--- src/zcd_defines.vh ---
// Register offsets, field positions, reset values and timing for the zero-cross logic
// Assumes a 32-bit classic Wishbone slave with word-aligned registers
`ifndef ZCD_DEFINES_VH
`define ZCD_DEFINES_VH

// ----------------------------------------------------------------
// Register byte offsets
// ----------------------------------------------------------------
`define ZCD_OFS_CONTROL   4'h0
`define ZCD_OFS_STATUS    4'h4
`define ZCD_OFS_MASK      4'h8

// ----------------------------------------------------------------
// Control register fields
// ----------------------------------------------------------------
`define ZCD_BIT_ENABLE    7
`define ZCD_BIT_LEVEL     5
`define ZCD_BIT_INVERT    4
`define ZCD_BIT_RISE_EN   1
`define ZCD_BIT_FALL_EN   0
`define ZCD_CTRL_WMASK    8'h93

// ----------------------------------------------------------------
// Status and mask fields
// ----------------------------------------------------------------
`define ZCD_BIT_CROSS     0
`define ZCD_STAT_WIDTH    1

// ----------------------------------------------------------------
// Reset values
// ----------------------------------------------------------------
`define ZCD_CTRL_RESET    8'h00
`define ZCD_MASK_RESET    1'h0

// ----------------------------------------------------------------
// Timing: clock period and synchroniser depth
// ----------------------------------------------------------------
`define ZCD_CLK_PERIOD_NS 40
`define ZCD_SYNC_STAGES   2

`endif

--- src/zcd_core.v ---
// Zero-cross detector control and status logic with a Wishbone slave
// Assumes the analog source/sink and comparator sit outside; comparator is async
`timescale 1ns/10ps
`include "zcd_defines.vh"

module zcd_core
(
    CORE_CLK,
    RST,
    WB_CYC_I,
    WB_STB_I,
    WB_WE_I,
    WB_ADR_I,
    WB_SEL_I,
    WB_DAT_I,
    WB_DAT_O,
    WB_ACK_O,
    WB_ERR_O,
    DETECTOR_DEFAULT_OFF,
    SLEEP,
    COMP_SINK_ACTIVE,
    PIN_ROUTE_OUT,
    PIN_ROUTE_OE,
    DETECTOR_ACTIVE,
    PIN_OUT,
    PIN_OE,
    CROSSING_OBSERVE_PIN,
    IRQ
);

    input  wire        CORE_CLK;
    input  wire        RST;
    input  wire        WB_CYC_I;
    input  wire        WB_STB_I;
    input  wire        WB_WE_I;
    input  wire [3:0]  WB_ADR_I;
    input  wire [3:0]  WB_SEL_I;
    input  wire [31:0] WB_DAT_I;
    output reg  [31:0] WB_DAT_O;
    output reg         WB_ACK_O;
    output reg         WB_ERR_O;
    input  wire        DETECTOR_DEFAULT_OFF;
    input  wire        SLEEP;
    input  wire        COMP_SINK_ACTIVE;
    input  wire        PIN_ROUTE_OUT;
    input  wire        PIN_ROUTE_OE;
    output wire        DETECTOR_ACTIVE;
    output wire        PIN_OUT;
    output wire        PIN_OE;
    output reg         CROSSING_OBSERVE_PIN;
    output wire        IRQ;

    // ----------------------------------------------------------------
    // Register state
    // ----------------------------------------------------------------
    reg        enable_ff;
    reg        output_invert_ff;
    reg        rise_irq_enable_ff;
    reg        fall_irq_enable_ff;
    reg        strap_taken_ff;
    reg        crossing_irq_flag_ff;
    reg        irq_mask_ff;
    reg        logic_prev_ff;
    reg        prev_valid_ff;

    wire       sink_sync;
    wire       crossing_logic_output;
    wire       bus_req;
    wire       wr_req;
    wire       rd_req;
    wire       hit_ctrl;
    wire       hit_stat;
    wire       hit_mask;
    wire       addr_ok;
    wire       rise_evt;
    wire       fall_evt;
    wire       invert_evt;
    wire       cross_set;
    wire       cross_clr;
    wire [7:0] ctrl_rd;

    // ----------------------------------------------------------------
    // Helpers
    // ----------------------------------------------------------------
    function addr_is;
        input [3:0] adr;
        input [3:0] ofs;
        begin
            addr_is = (adr[3:2] == ofs[3:2]);
        end
    endfunction

    // ----------------------------------------------------------------
    // Comparator path
    // ----------------------------------------------------------------
    zcd_sync u_sync
    (
        .clk  (CORE_CLK),
        .rst  (RST),
        .din  (COMP_SINK_ACTIVE),
        .dout (sink_sync)
    );

    // Sleep has no effect here: nothing gates on it so detection runs on
    assign crossing_logic_output = sink_sync ^ output_invert_ff;

    // ----------------------------------------------------------------
    // Pin takeover
    // ----------------------------------------------------------------
    assign DETECTOR_ACTIVE = enable_ff;
    assign PIN_OUT = enable_ff ? 1'b0 : PIN_ROUTE_OUT;
    assign PIN_OE  = enable_ff ? 1'b1 : PIN_ROUTE_OE;

    always @(posedge CORE_CLK or posedge RST)
    begin
        if (RST)
            CROSSING_OBSERVE_PIN <= 1'b0;
        else
            CROSSING_OBSERVE_PIN <= enable_ff & crossing_logic_output;
    end

    // ----------------------------------------------------------------
    // Bus decode
    // ----------------------------------------------------------------
    assign bus_req  = WB_CYC_I & WB_STB_I & ~WB_ACK_O & ~WB_ERR_O;
    assign hit_ctrl = addr_is(WB_ADR_I, `ZCD_OFS_CONTROL);
    assign hit_stat = addr_is(WB_ADR_I, `ZCD_OFS_STATUS);
    assign hit_mask = addr_is(WB_ADR_I, `ZCD_OFS_MASK);
    assign addr_ok  = (hit_ctrl | hit_stat | hit_mask) & (WB_ADR_I[1:0] == 2'h0);
    assign wr_req   = bus_req & addr_ok & WB_WE_I;
    assign rd_req   = bus_req & addr_ok & ~WB_WE_I;

    assign ctrl_rd = {enable_ff, 1'b0, crossing_logic_output, output_invert_ff,
                      2'b00, rise_irq_enable_ff, fall_irq_enable_ff};

    always @(posedge CORE_CLK or posedge RST)
    begin
        if (RST)
        begin
            WB_ACK_O <= 1'b0;
            WB_ERR_O <= 1'b0;
            WB_DAT_O <= 32'h00000000;
        end
        else
        begin
            WB_ACK_O <= bus_req & addr_ok;
            WB_ERR_O <= bus_req & ~addr_ok;
            if (rd_req)
            begin
                if (hit_ctrl)
                    WB_DAT_O <= {24'h000000, ctrl_rd};
                else if (hit_stat)
                    WB_DAT_O <= {31'h0, crossing_irq_flag_ff};
                else
                    WB_DAT_O <= {31'h0, irq_mask_ff};
            end
        end
    end

    // ----------------------------------------------------------------
    // Control register
    // ----------------------------------------------------------------
    wire ctrl_wr = wr_req & hit_ctrl & WB_SEL_I[0];

    always @(posedge CORE_CLK or posedge RST)
    begin
        if (RST)
        begin
            enable_ff          <= 1'b0;
            output_invert_ff   <= 1'b0;
            rise_irq_enable_ff <= 1'b0;
            fall_irq_enable_ff <= 1'b0;
            strap_taken_ff     <= 1'b0;
            irq_mask_ff        <= `ZCD_MASK_RESET;
        end
        else
        begin
            // Strap caught on the first edge after release, not under reset
            if (!strap_taken_ff)
            begin
                strap_taken_ff <= 1'b1;
                enable_ff      <= ~DETECTOR_DEFAULT_OFF;
            end
            else if (ctrl_wr)
                enable_ff <= WB_DAT_I[`ZCD_BIT_ENABLE];
            if (ctrl_wr)
            begin
                output_invert_ff   <= WB_DAT_I[`ZCD_BIT_INVERT];
                rise_irq_enable_ff <= WB_DAT_I[`ZCD_BIT_RISE_EN];
                fall_irq_enable_ff <= WB_DAT_I[`ZCD_BIT_FALL_EN];
            end
            if (wr_req & hit_mask & WB_SEL_I[0])
                irq_mask_ff <= WB_DAT_I[`ZCD_BIT_CROSS];
        end
    end

    // ----------------------------------------------------------------
    // Edge detection and crossing flag
    // ----------------------------------------------------------------
    // First sample after reset only primes the history, avoiding a false edge
    always @(posedge CORE_CLK or posedge RST)
    begin
        if (RST)
        begin
            logic_prev_ff <= 1'b0;
            prev_valid_ff <= 1'b0;
        end
        else
        begin
            logic_prev_ff <= sink_sync;
            prev_valid_ff <= 1'b1;
        end
    end

    // Edges use the raw level so an invert toggle is not counted twice
    wire raw_rise = prev_valid_ff & sink_sync & ~logic_prev_ff;
    wire raw_fall = prev_valid_ff & ~sink_sync & logic_prev_ff;
    assign rise_evt = rise_irq_enable_ff &
                      (output_invert_ff ? raw_fall : raw_rise);
    assign fall_evt = fall_irq_enable_ff &
                      (output_invert_ff ? raw_rise : raw_fall);
    assign invert_evt = ctrl_wr &
                        (WB_DAT_I[`ZCD_BIT_INVERT] != output_invert_ff);
    assign cross_set = rise_evt | fall_evt | invert_evt;
    assign cross_clr = rd_req & hit_stat;

    always @(posedge CORE_CLK or posedge RST)
    begin
        if (RST)
            crossing_irq_flag_ff <= 1'b0;
        else if (cross_set)
            crossing_irq_flag_ff <= 1'b1;
        else if (cross_clr)
            crossing_irq_flag_ff <= 1'b0;
    end

    assign IRQ = crossing_irq_flag_ff & irq_mask_ff;

endmodule // zcd_core

--- src/zcd_sync.v ---
// Two-flop level synchroniser for the asynchronous comparator result
// Assumes one clock and an asynchronous active-high reset
`timescale 1ns/10ps
`include "zcd_defines.vh"

module zcd_sync
(
    input  wire clk,
    input  wire rst,
    input  wire din,
    output wire dout
);

    reg meta_ff;
    reg sync_ff;

    // First flop is read only by the second
    always @(posedge clk or posedge rst)
    begin
        if (rst)
        begin
            meta_ff <= 1'b0;
            sync_ff <= 1'b0;
        end
        else
        begin
            meta_ff <= din;
            sync_ff <= meta_ff;
        end
    end

    assign dout = sync_ff;

endmodule // zcd_sync
--- config.mk ---
export PLATFORM = sky130hd
export DESIGN_NAME = zcd_core
export DESIGN_NICKNAME = d
export VERILOG_FILES = /design/src/zcd_core.v /design/src/zcd_sync.v
export VERILOG_INCLUDE_DIRS = /design/src
export SDC_FILE = /design/constraint.sdc
export NUM_CORES = 1
export LEC_CHECK = 0
export BUFFER_PORTS_ARGS = -buffer_cell sky130_fd_sc_hd__buf_4
export CAP_MARGIN = 5
export CORE_ASPECT_RATIO = 1.75
export CORE_MARGIN = 1.5
export CORE_UTILIZATION = 40
export CTS_CLUSTER_SIZE = 30
export DETAILED_ROUTE_END_ITERATION = 7
export PLACE_DENSITY_LB_ADDON = 0.15
export SLEW_MARGIN = 40
export SYNTH_ARGS = -nofsm -noshare
export SYNTH_HDL_FRONTEND = slang
export SYNTH_SLANG_ARGS = --single-unit
--- constraint.sdc ---
create_clock -name CORE_CLK -period 3.3 [get_ports CORE_CLK]
set_input_delay 0.33 -clock CORE_CLK [delete_from_list [all_inputs] [get_ports CORE_CLK]]
set_output_delay 0.33 -clock CORE_CLK [all_outputs]
set_load 0.01 [all_outputs]
# [Word level (Yosys, flattened, before mapping)]
# Cells that the tools add are included.
# Widths: inputs -> output; s select.
[classes] n_eq_ne=4 muxes=10 bitwise_logic=34 reduce_logical=3
[ops] cell="$and 1x1->1" n=22
[ops] cell="$mux 1" n=9
[ops] cell="$mux 8" n=1
[ops] cell="$not 1->1" n=7
[ops] cell="$logic_not 2->1" n=2
[ops] cell="$or 1x1->1" n=4
[ops] cell="$eq 2x1->1 const B" n=1
[ops] cell="$eq 2x2->1 const B" n=1
[ops] cell="$ne 2x1->1 const B" n=1
[ops] cell="$reduce_bool 2->1" n=1
[ops] cell="$ne 1x1->1" n=1
[ops] cell="$xor 1x1->1" n=1
[totals] ff_bits=45 inputBits=50 output_inout_bits=39 word_cells=65

# [Longest topological paths before layout]
# Gate-level depths: netlist of run 1.
[logic_depth] depth_word=11 mapped_depth=5

# [Cells and area by module]
# Synthesis of run 1 repeated with hierarchy kept, for this count alone.
[unflattened] cells_unflattened=97 hier_area_um2=1037.2
[modules_own_cells] module="zcd_core" instances=1 cells_per_inst=94 area_each_um2=983.4
[modules_own_cells] module="zcd_sync" instances=1 cells_per_inst=3 area_each_um2=53.8

# [Least setup slack after synthesis of run 1]
# OpenSTA, ideal clock, no wires.
[synth_timing] path_type="register -> register" start="reg WB_ERR_O" end="reg fall_irq_enable_ff" t_arrival_ns=1.536 required_ns=3.175 setup_slack_ns=1.639 stages_incl_launch_ff=4 path_buffers=0 period_less_slack_ns=1.661 path_cell_list="dfrtp_1 > nand4bb_1 > nor4_4 > mux2_2"
[synth_between] elab_chain_cells=6
[synth_lines] element="from (decl)" line_no="zcd_core.v:41" source="output reg WB_ERR_O;"
[synth_lines] element="from (signal assigned)" line_no="zcd_core.v:147" source="WB_ERR_O <= bus_req & ~addr_ok;"
[synth_lines] element="$not 1->1" line_no="zcd_core.v:125" source="assign bus_req = WB_CYC_I & WB_STB_I & ~WB_ACK_O & ~WB_ERR_O;"
[synth_lines] element="$and 1x1->1" line_no="zcd_core.v:125"
[synth_lines] element="$and 1x1->1 (2 in series)" line_no="zcd_core.v:130" source="assign wr_req = bus_req & addr_ok & WB_WE_I;"
[synth_lines] element="$and 1x1->1 (2 in series)" line_no="zcd_core.v:163" source="wire ctrl_wr = wr_req & hit_ctrl & WB_SEL_I[0];"
[synth_lines] element="to (signal assigned)" line_no="zcd_core.v:190" source="fall_irq_enable_ff <= WB_DAT_I[`ZCD_BIT_FALL_EN];"
[synth_lines] element="to (decl)" line_no="zcd_core.v:59" source="reg fall_irq_enable_ff;"
# No other way between the ends.
# A chain may end at the register's enable or synchronous reset.

# [Final worst setup path of run 1]
[layout_timing] start="reg WB_ERR_O" end="reg output_invert_ff"
[layout_between] elab_chain_cells=6
[layout_lines] element="$not 1->1" line_no="zcd_core.v:125"
[layout_lines] element="$and 1x1->1" line_no="zcd_core.v:125"
[layout_lines] element="$and 1x1->1 (2 in series)" line_no="zcd_core.v:130"
[layout_lines] element="$and 1x1->1 (2 in series)" line_no="zcd_core.v:163"
[layout_lines] element="to (signal assigned)" line_no="zcd_core.v:188" source="output_invert_ff <= WB_DAT_I[`ZCD_BIT_INVERT];"
[layout_lines] element="to (decl)" line_no="zcd_core.v:57" source="reg output_invert_ff;"
# No other way between the ends.

==> results.py, run 1 <==
metrics = {
    "status": {
        "status": "finished clean",
    },
    "sta": {
        "fin_crit_sh_pct": 53.49,
        "layout_setup_ws_ps": 1535,
        "holdWs_ps": 177.5,
        "report.final.slew_viol_count": 0,
        "fin_worst_skew_ps": 0.8018,
        "setup_tns_ps": 0,
        "setup_viol": 0,
        "rsz0062_at_grt": "no",
        "fmax_ghz": 0.5665,
        "final.min_clock_period_ps": 1765,
        "finalHoldViolations": 0,
        "timing.slew.headroom_pct": 54.71,
        "worst_pin_slew_ps": 678.5,
    },
    "placed_design": {
        "port_buffers": 29,
        "dpl.hpwl_mm": 1.446,
        "pre_cts_ws_ps": 1453,
        "place.gp.congestion": 0.7044,
    },
    "detailed_routing": {
        "drt-vias-per-instance": 4.589,
        "met1Wirelength_um": 620,
        "drt_iter0_markers": 0,
        "wirelength_mm": 1.866,
        "wl_per_cell_um": 12.36,
        "wl_met3_um": 141,
        "first_pass_iters": 1,
        "drc": 0,
        "ant_nets": 0,
        "highest_layer": "met4",
        "wl_met2_mm": 1.051,
        "vias": 693,
    },
    "logic_synthesis": {
        "synth.cell_area_um2": 1032,
        "synth.distinct_cells": 26,
        "synthFlopType": "dfrtp_1",
        "ys_async_sr_fraction_pct": 100.0,
        "synth.top_cell.area_share_pct": 43.64,
        "synth_cells": 95,
        "yosys.area.top_type": "dfrtp_1",
        "postSynthAreaPerCell_um2": 10.87,
        "ys_seq_area_share_pct": 43.64,
        "yosysWarningCount": 0,
        "synth_seq_cells": 18,
        "synth_area_leaders": "dfrtp_1, buf_4, mux2_2",
        "synth_edf_count": 0,
    },
    "floorplan": {
        "die-area_um2": 2906,
        "initial_core_util_pct": 41.92,
        "core_area_um2": 2462,
        "die_y_um": 70.20,
        "num_rows": 24,
        "ios": 89,
        "dieWidth_um": 41.40,
    },
    "worst_setup_path": {
        "crit_type": "flop to flop",
        "crit_arrival_ps": 1910,
        "crit_fanout": 5,
        "worst-r2r-cell-count": 3,
        "slowest_delay_ps": 540,
        "cp_cell_sequence": "nand4bb_1 > nor4_4 > mux2_2",
        "end_kind": "flop",
        "cp.required_ps": 3440,
        "cpMaxStageDelayCell": "nor4_4",
        "crit_path_start_kind": "flop",
    },
    "pwr": {
        "power_density_nw_per_um2": 422.5,
        "ir_drop_mv": 0.2813,
        "p_leak_nw": 0.6373,
    },
    "layout": {
        "layout.nets": 177,
        "synthToLayoutAreaGrowth_pct": 17.70,
        "drive_gt1_share_pct": 36.00,
        "diodes": 0,
        "utilization_pct": 49.34,
    },
    "global_routing": {
        "grt_overflow": 0,
        "grt_first_pass_wirelength_mm": 2.911,
        "grt_pass1_vias": 675,
        "grt_max_degree": 19,
        "antenna_found_initial": 0,
        "track_usage_pct": 13.32,
    },
    "clocking": {
        "cts_sinks": 18,
        "cts_buffers": 3,
        "htree_levels": 1,
        "cts_buffer_depth": 2,
        "clkTransAtPathRegs_ps": 60,
        "clock_latency_ps": 250,
        "cts_setup_buffers": 0,
        "cts_tree": "yes",
        "postCtsHoldBufs": 0,
        "cts-resized-gates": 0,
        "clock-root-buffer": "clkbuf_8",
    },
    "run": {
        "drv_cap": 0,
    },
    "hold_path": {
        "min_path_type": "input port to asynchronous set/reset pin",
    },
}
==> through the flow <==
step / area [um2] / total power, mW / std cells
global placement: 1174 / 0.3639 / 148
floorplan: 1130 / 0.3405 / 121
detailed placement: 1174 / 0.3674 / 148
global route: 1215 / 0.5377 / 151
finish: 1215 / 0.5133 / 151
CTS: 1215 / 0.5196 / 151
==> cells in the final DEF (no fill, tap or decap) <==
cell type / count
buf_4: 29
conb_1: 28
dfrtp_1: 18
mux2_2: 6
o21ai_0: 5
nor2b_1: 4
inv_1: 4
nor2_1: 3
nand3_1: 3
mux2i_1: 3
clkbuf_8: 3
or2_2: 2
nand2_1: 2
and3b_1: 2
nor3b_1: 2
a211o_4: 1
nand4bb_1: 1
nor3_4: 1
a31o_2: 1
xnor2_1: 1
nor4_4: 1
xor2_1: 1
a21boi_0: 1
a221o_2: 1
nor4b_1: 1
and2_1: 1
==> worst max-delay path, delay by kind of cell, from the launching register on <==
kind | cells | cell delay [ps]
flip-flops | 1 | 370
multiplexers | 1 | 380
AND/OR/NAND/NOR | 2 | 900
==> final cells by class <==
class                      count  area [um2]
fill                         234        1247
sequential                    18       450.4
inverter                       4       15.01
timing repair buffer          29       217.7
tap                           26       32.53
multi-input combinational     71       457.9
clock buffer                   3       41.29
==> power by group <==
part | total (mW) | switching (mW) | leakage, nW | internal, mW
combinational | 0.104 | 0.0522 | 0.384 | 0.0515
sequential | 0.259 | 0.0162 | 0.232 | 0.243
clock | 0.151 | 0.0695 | 0.0216 | 0.0812
total | 0.513 | 0.138 | 0.637 | 0.375
==> flip-flops by register name (all words and copies together), names as in the netlist <==
signal and flops:
WB_DAT_O 5, CROSSING_OBSERVE_PIN 1, DETECTOR_ACTIVE 1, WB_ACK_O 1
WB_ERR_O 1, crossing_irq_flag_ff 1, fall_irq_enable_ff 1, irq_mask_ff 1
logic_prev_ff 1, output_invert_ff 1, prev_valid_ff 1, rise_irq_enable_ff 1
u_sync.dout 1, u_sync.meta_ff 1
==> kinds of logic (layout without fill, tap and decap cells) <==
| kind of cell | count (synthesis) | in the layout | synth area share (%) |
|---|---|---|---|
| buffers and inverters | 32 | 36 | 21.45 |
| AND/OR/NAND/NOR | 23 | 23 | 16.24 |
| flip-flops | 18 | 18 | 43.64 |
| AO/OA/AOI/OAI | 9 | 9 | 6.788 |
| multiplexers | 9 | 9 | 9.454 |
| other | 2 | 28 | 0.7275 |
| XOR/XNOR | 2 | 2 | 1.697 |
==> worst paths after layout <==
path	from	endpoint	slack, ps
max reg2reg	WB_ERR_O	output_invert_ff	1530
min reg2reg	u_sync.meta_ff	u_sync.dout	360
max	WB_ERR_O	output_invert_ff	1530
min	RST	DETECTOR_ACTIVE	180
max in group asynchronous	RST	fall_irq_enable_ff	2690
min in group CORE_CLK	COMP_SINK_ACTIVE	u_sync.meta_ff	180
==> cells in the mapped netlist, types with 2 or more instances <==
cell	n
nor2_1	3
or2_2	2
nor3b_1	2
mux2i_1	3
o21ai_0	5
mux2_2	6
nor2b_1	4
inv_1	4
nand3_1	3
nand2_1	2
conb_1	2
buf_4	27
and3b_1	2
dfrtp_1	18
==> layer usage <==
layer | GRT usage, % | up-vias
met5 | 0 | -
met4 | 8.602 | 0
met3 | 3.359 | 5
met2 | 25.00 | 37
met1 | 11.83 | 331
li1 | - | 320
No activity file was read; power rests on OpenSTA's default activity.
==> run 2: changes to the inputs <==
--- a/config.mk
+++ b/config.mk
@@ -10,7 +10,7 @@
 export CAP_MARGIN = 5
 export CORE_ASPECT_RATIO = 1.75
 export CORE_MARGIN = 1.5
-export CORE_UTILIZATION = 40
+export CORE_UTILIZATION = 34
 export CTS_CLUSTER_SIZE = 30
 export DETAILED_ROUTE_END_ITERATION = 7
 export PLACE_DENSITY_LB_ADDON = 0.15
==> constraint.sdc (replaced) <==
create_clock -name CORE_CLK -period 1.54 [get_ports CORE_CLK]
set_input_delay 0.154 -clock CORE_CLK [delete_from_list [all_inputs] [get_ports CORE_CLK]]
set_output_delay 0.154 -clock CORE_CLK [all_outputs]
set_load 0.01 [all_outputs]
==> run 2 against run 1 <==
Effect of this change:
- the flow now finishes with violations (design-rule violations, negative hold slack)
- utilization is 2.1 points lower
- final cell count grew 8.6%
- sequential share of layout area down 4.1 points
- power grew 130%
- worst setup slack worse by 1500 ps
- die area is 17% higher
- via count increased by 5.5%
- register-to-register slack lost 1500 ps
- non-clock buffer count increased by 10
- flip-flop and latch count unchanged
- largest cell class unchanged
==> results.py, run 2 (synthesized netlist as in run 1, its figures left out) <==
metrics = {
    "status": {
        "status": "complete, but fails checks",
        "violations": "design-rule violations, negative hold slack",
    },
    "global_routing": {
        "grt_pass1_vias": 616,
        "track_usage_pct": 11.78,
        "met3_usage_pct": 2.133,
        "grt_busiest_layer": "met2",
        "grt_util_met1_pct": 11.61,
        "met2_usage_pct": 20.93,
        "grt_overflow": 0,
        "grt_max_degree": 19,
        "grt_first_pass_wirelength_mm": 2.760,
        "antenna_found_initial": 0,
    },
    "clocking": {
        "cts_tree": "yes",
        "cts_buffers": 3,
        "clock_latency_ps": 260,
        "cts_sinks": 18,
        "clock-root-buffer": "clkbuf_8",
        "clkTransAtPathRegs_ps": 70,
        "cts_buffer_depth": 2,
        "htree_levels": 1,
    },
    "sta": {
        "timing.slew.headroom_pct": 55.85,
        "setup_viol": 0,
        "layout_setup_ws_ps": 36.44,
        "final.min_clock_period_ps": 1504,
        "fin_worst_skew_ps": 1.759,
        "report.final.slew_viol_count": 0,
        "finalHoldViolations": 18,
        "holdWs_ps": -8.881,
        "setup_tns_ps": 0,
        "fmax_ghz": 0.6651,
        "fin_crit_sh_pct": 97.63,
        "worst_pin_slew_ps": 661.5,
        "rsz0062_at_grt": "yes",
    },
    "pwr": {
        "ir_drop_mv": 0.5643,
        "power_density_nw_per_um2": 869.1,
        "p_leak_nw": 0.7067,
    },
    "detailed_routing": {
        "drt_iter0_markers": 11,
        "drt-vias-per-instance": 4.457,
        "wl_per_cell_um": 11.73,
        "first_pass_iters": 6,
        "wirelength_mm": 1.923,
        "ant_nets": 0,
        "vias": 731,
        "drc": 5,
    },
    "worst_setup_path": {
        "slowest_delay_ps": 380,
        "worst-r2r-cell-count": 4,
        "cp_cell_sequence": "nand4bb_4 > nor2_4 > nor4b_4 > mux2_4",
        "end_kind": "flop",
        "crit_path_start_kind": "flop",
        "crit_type": "flop to flop",
        "worst-path-buf-inv": 0,
        "cp_num_cells": 4,
        "regToRegSetupSlack_ps": 40,
        "cp.required_ps": 1680,
        "crit_fanout": 4,
        "crit_family": "simple AND/OR/NAND/NOR gates",
        "crit_arrival_ps": 1650,
        "crit_start": "WB_ERR_O",
        "worst_r2r_startpoint": "WB_ERR_O",
        "cpMaxStageDelayCell": "dfrtp_1",
        "worst_r2r_endpoint": "irq_mask_ff",
    },
    "layout": {
        "largest_reg_flops": 5,
        "mostFrequentLayoutCells": "buf_4, conb_1, dfrtp_1",
        "layout.nets": 187,
        "layout_commonest_cell": "buf_4",
        "diodes": 0,
        "drive_gt1_share_pct": 42.65,
        "utilization_pct": 47.19,
        "fin_cells": 164,
        "fillers": 286,
        "synthToLayoutAreaGrowth_pct": 32.36,
        "top_register": "WB_DAT_O",
    },
    "floorplan": {
        "dieWidth_um": 44.65,
        "die_y_um": 75.89,
        "num_rows": 26,
        "core_area_um2": 2895,
        "initial_core_util_pct": 35.65,
        "die-area_um2": 3388,
        "ios": 89,
    },
    "placed_design": {
        "dpl.hpwl_mm": 1.489,
        "pre_cts_ws_ps": -122.8,
        "place.gp.congestion": 0.7674,
        "port_buffers": 29,
        "dp.cells": 156,
    },
    "run": {
        "drv_cap": 0,
    },
    "hold_path": {
        "min_path_type": "input port to asynchronous set/reset pin",
    },
}
==> run 2: area by class of cell <==
class	instances	area [um2]	share of cell area, %
Timing Repair Buffer	39	299.0	21.89
Clock buffer	4	55.05	4.029
Multi-Input combinational cell	71	511.7	37.45
Tap cell	28	35.03	2.564
Sequential cell	18	450.4	32.97
Inverter	4	15.01	1.099
==> run 2: what timing repair did <==
item	4_1_cts	5_1_grt
resized for setup	3	6
endpoints found under the setup margin	2	2
endpoints found under the hold margin	1	0
pin swaps	2	2
buffers inserted	0	3
hold buffers	1	0
==> run 2: worst max-delay path by stage <==
stage / endpoint / slack, ps
3_5_place_dp: irq_mask_ff / -120
3_3_place_gp: irq_mask_ff / -110
5_1_grt: irq_mask_ff / -50
6_report: irq_mask_ff / 40
2_1_floorplan: irq_mask_ff / 20
4_1_cts: irq_mask_ff / 7
==> run 2: per-stage QoR <==
step / cell area (um2) / power (mW)
after floorplan: 1146 / 0.7328
after global placement: 1237 / 0.7929
after detailed placement: 1237 / 0.7984
after CTS: 1320 / 1.191
after global routing: 1366 / 1.247
final: 1366 / 1.188
==> run 2: metal layers <==
layer / routed length [um] / part of all wire (%)
met1: 678 / 35
met2: 1046 / 54
met3: 140 / 7.3
met4: 58 / 3.0
met5: 0 / 0
==> run 2: where the power goes <==
part           internal [mW]  switching, mW  total, mW
registers              0.520         0.0348      0.555
logic                  0.129          0.120      0.249
clock network          0.227          0.156      0.384
==> run 3: changes to the inputs <==
--- a/config.mk
+++ b/config.mk
@@ -13,7 +13,7 @@
 export CORE_UTILIZATION = 34
 export CTS_CLUSTER_SIZE = 30
 export DETAILED_ROUTE_END_ITERATION = 7
-export PLACE_DENSITY_LB_ADDON = 0.15
+export PLACE_DENSITY = 0.76
 export SLEW_MARGIN = 40
 export SYNTH_ARGS = -nofsm -noshare
 export SYNTH_HDL_FRONTEND = slang
==> run 3 against run 2 <==
Effect of this change:
- the flow still finishes with violations (design-rule violations, negative hold slack)
- die area is the same
- worst setup slack lost 29 ps
- clock power shrank 2%
- global-route usage decreased by 0.24 points
- critical path depth unchanged
- maximum frequency down 1.9%
- cell area fell by 3.5%
- flip-flop and latch count unchanged
==> results.py, run 3 (synthesized netlist as in run 1, its figures left out) <==
metrics = {
    "pwr": {
        "power_mw": 1.169,
        "p_leak_nw": 0.6769,
        "power_density_nw_per_um2": 886.6,
        "ir_drop_mv": 0.4116,
    },
    "detailed_routing": {
        "drt-vias-per-instance": 4.487,
        "first_pass_iters": 8,
        "drt_iter0_markers": 17,
        "ant_nets": 0,
        "wl_per_cell_um": 11.48,
        "vias": 709,
        "wirelength_mm": 1.814,
        "drc": 6,
    },
    "global_routing": {
        "track_usage_pct": 11.53,
        "grt_pass1_vias": 665,
        "grt_max_degree": 19,
        "antenna_found_initial": 0,
        "grt_overflow": 0,
        "grt_first_pass_wirelength_mm": 2.863,
    },
    "placed_design": {
        "dp.cells": 154,
        "port_buffers": 29,
        "dpl.hpwl_mm": 1.399,
        "place.gp.congestion": 0.6871,
        "placed_area_um2": 1222,
    },
    "floorplan": {
        "dieWidth_um": 44.65,
        "core_area_um2": 2895,
        "initial_core_util_pct": 35.65,
        "die-area_um2": 3388,
        "ios": 89,
        "die_y_um": 75.89,
        "num_rows": 26,
    },
    "worst_setup_path": {
        "crit_type": "flop to flop",
        "cp.required_ps": 1680,
        "end_kind": "flop",
        "crit_arrival_ps": 1670,
        "regToRegSetupSlack_ps": 7,
        "worst_r2r_endpoint": "irq_mask_ff",
        "worst_r2r_startpoint": "WB_ACK_O",
        "crit_path_start_kind": "flop",
        "crit_fanout": 4,
        "worst-r2r-cell-count": 4,
    },
    "sta": {
        "worst_pin_slew_ps": 660.0,
        "holdWs_ps": -0.3348,
        "fin_crit_sh_pct": 99.53,
        "setup_tns_ps": 0,
        "setup_viol": 0,
        "fin_worst_skew_ps": 4.789,
        "timing.slew.headroom_pct": 55.95,
        "final.min_clock_period_ps": 1533,
        "report.final.slew_viol_count": 0,
        "rsz0062_at_grt": "yes",
        "finalHoldViolations": 1,
        "fmax_ghz": 0.6524,
    },
    "layout": {
        "drive_gt1_share_pct": 40.77,
        "largest_reg_flops": 5,
        "top_register": "WB_DAT_O",
        "mostFrequentLayoutCells": "buf_4, conb_1, dfrtp_1",
        "diodes": 0,
        "synthToLayoutAreaGrowth_pct": 27.76,
        "fin_cells": 158,
        "layout.nets": 181,
        "fillers": 272,
        "design_area_um2": 1319,
        "layout_commonest_cell": "buf_4",
    },
    "clocking": {
        "cts_buffers": 3,
        "clock-root-buffer": "clkbuf_8",
        "htree_levels": 1,
        "cts_buffer_depth": 2,
        "clkTransAtPathRegs_ps": 70,
        "cts_tree": "yes",
        "cts_sinks": 18,
        "cts_setup_buffers": 0,
        "clock_latency_ps": 250,
    },
    "hold_path": {
        "min_path_type": "input port to asynchronous set/reset pin",
    },
    "run": {
        "drv_cap": 0,
    },
    "status": {
        "violations": "design-rule violations, negative hold slack",
        "status": "complete, but fails checks",
    },
}
[run 3: how the worst max path moves through the flow]
stage,startpoint,to,slack [ps],cells after the start
detailed placement,WB_ERR_O,irq_mask_ff,-90,4
floorplan,WB_ERR_O,irq_mask_ff,20,4
finish,WB_ACK_O,irq_mask_ff,7,4
global placement,WB_ADR_I[2],fall_irq_enable_ff,-1,5
CTS,WB_ERR_O,irq_mask_ff,-10,4
global route,WB_ACK_O,irq_mask_ff,-50,4
[run 3: report_power, final]
part	total (mW)	leakage (nW)	switching [mW]	internal (mW)
clock	0.377	0.0288	0.150	0.227
combinational	0.239	0.417	0.117	0.122
sequential	0.553	0.232	0.0332	0.520
[run 3: critical path, cell delays in order (launching register included)]
cell       delay (ps)
dfrtp_1           380
nand4bb_4         300
nor2_4            160
nor4b_4           250
mux2_4            330
[run 3: metal layers]
| metal | share of wire [%] | track usage, % |
|---|---|---|
| met2 | 60 | 21.90 |
| met4 | 2.2 | 6.397 |
| met5 | 0 | 0 |
| met1 | 32 | 11.16 |
| met3 | 6.6 | 2.133 |
[run 3: stage by stage]
stage / util (%) / worst slack [ps]
after global routing: 45.55 / -51.50
after CTS: 44.77 / -13.81
after detailed placement: 42.22 / -91.24
after floorplan: - / 17.04
final: 45.55 / 7.200
after global placement: 42.22 / -1.094
[run 3: timing repair]
item | in CTS | in global routing
setup endpoints to repair | 4 | 5
hold buffers | 0 | 0
pin swaps | 0 | 3
gates resized for setup | 3 | 6
[run 3: cell type report]
class                           count  area (um2)  area share (%)
Timing Repair Buffer               33       251.5           19.07
Tap cell                           28       35.03           2.657
Inverter                            4       15.01           1.139
Clock buffer                        4       55.05           4.175
Multi-Input combinational cell     71       511.7           38.80
Sequential cell                    18       450.4           34.16
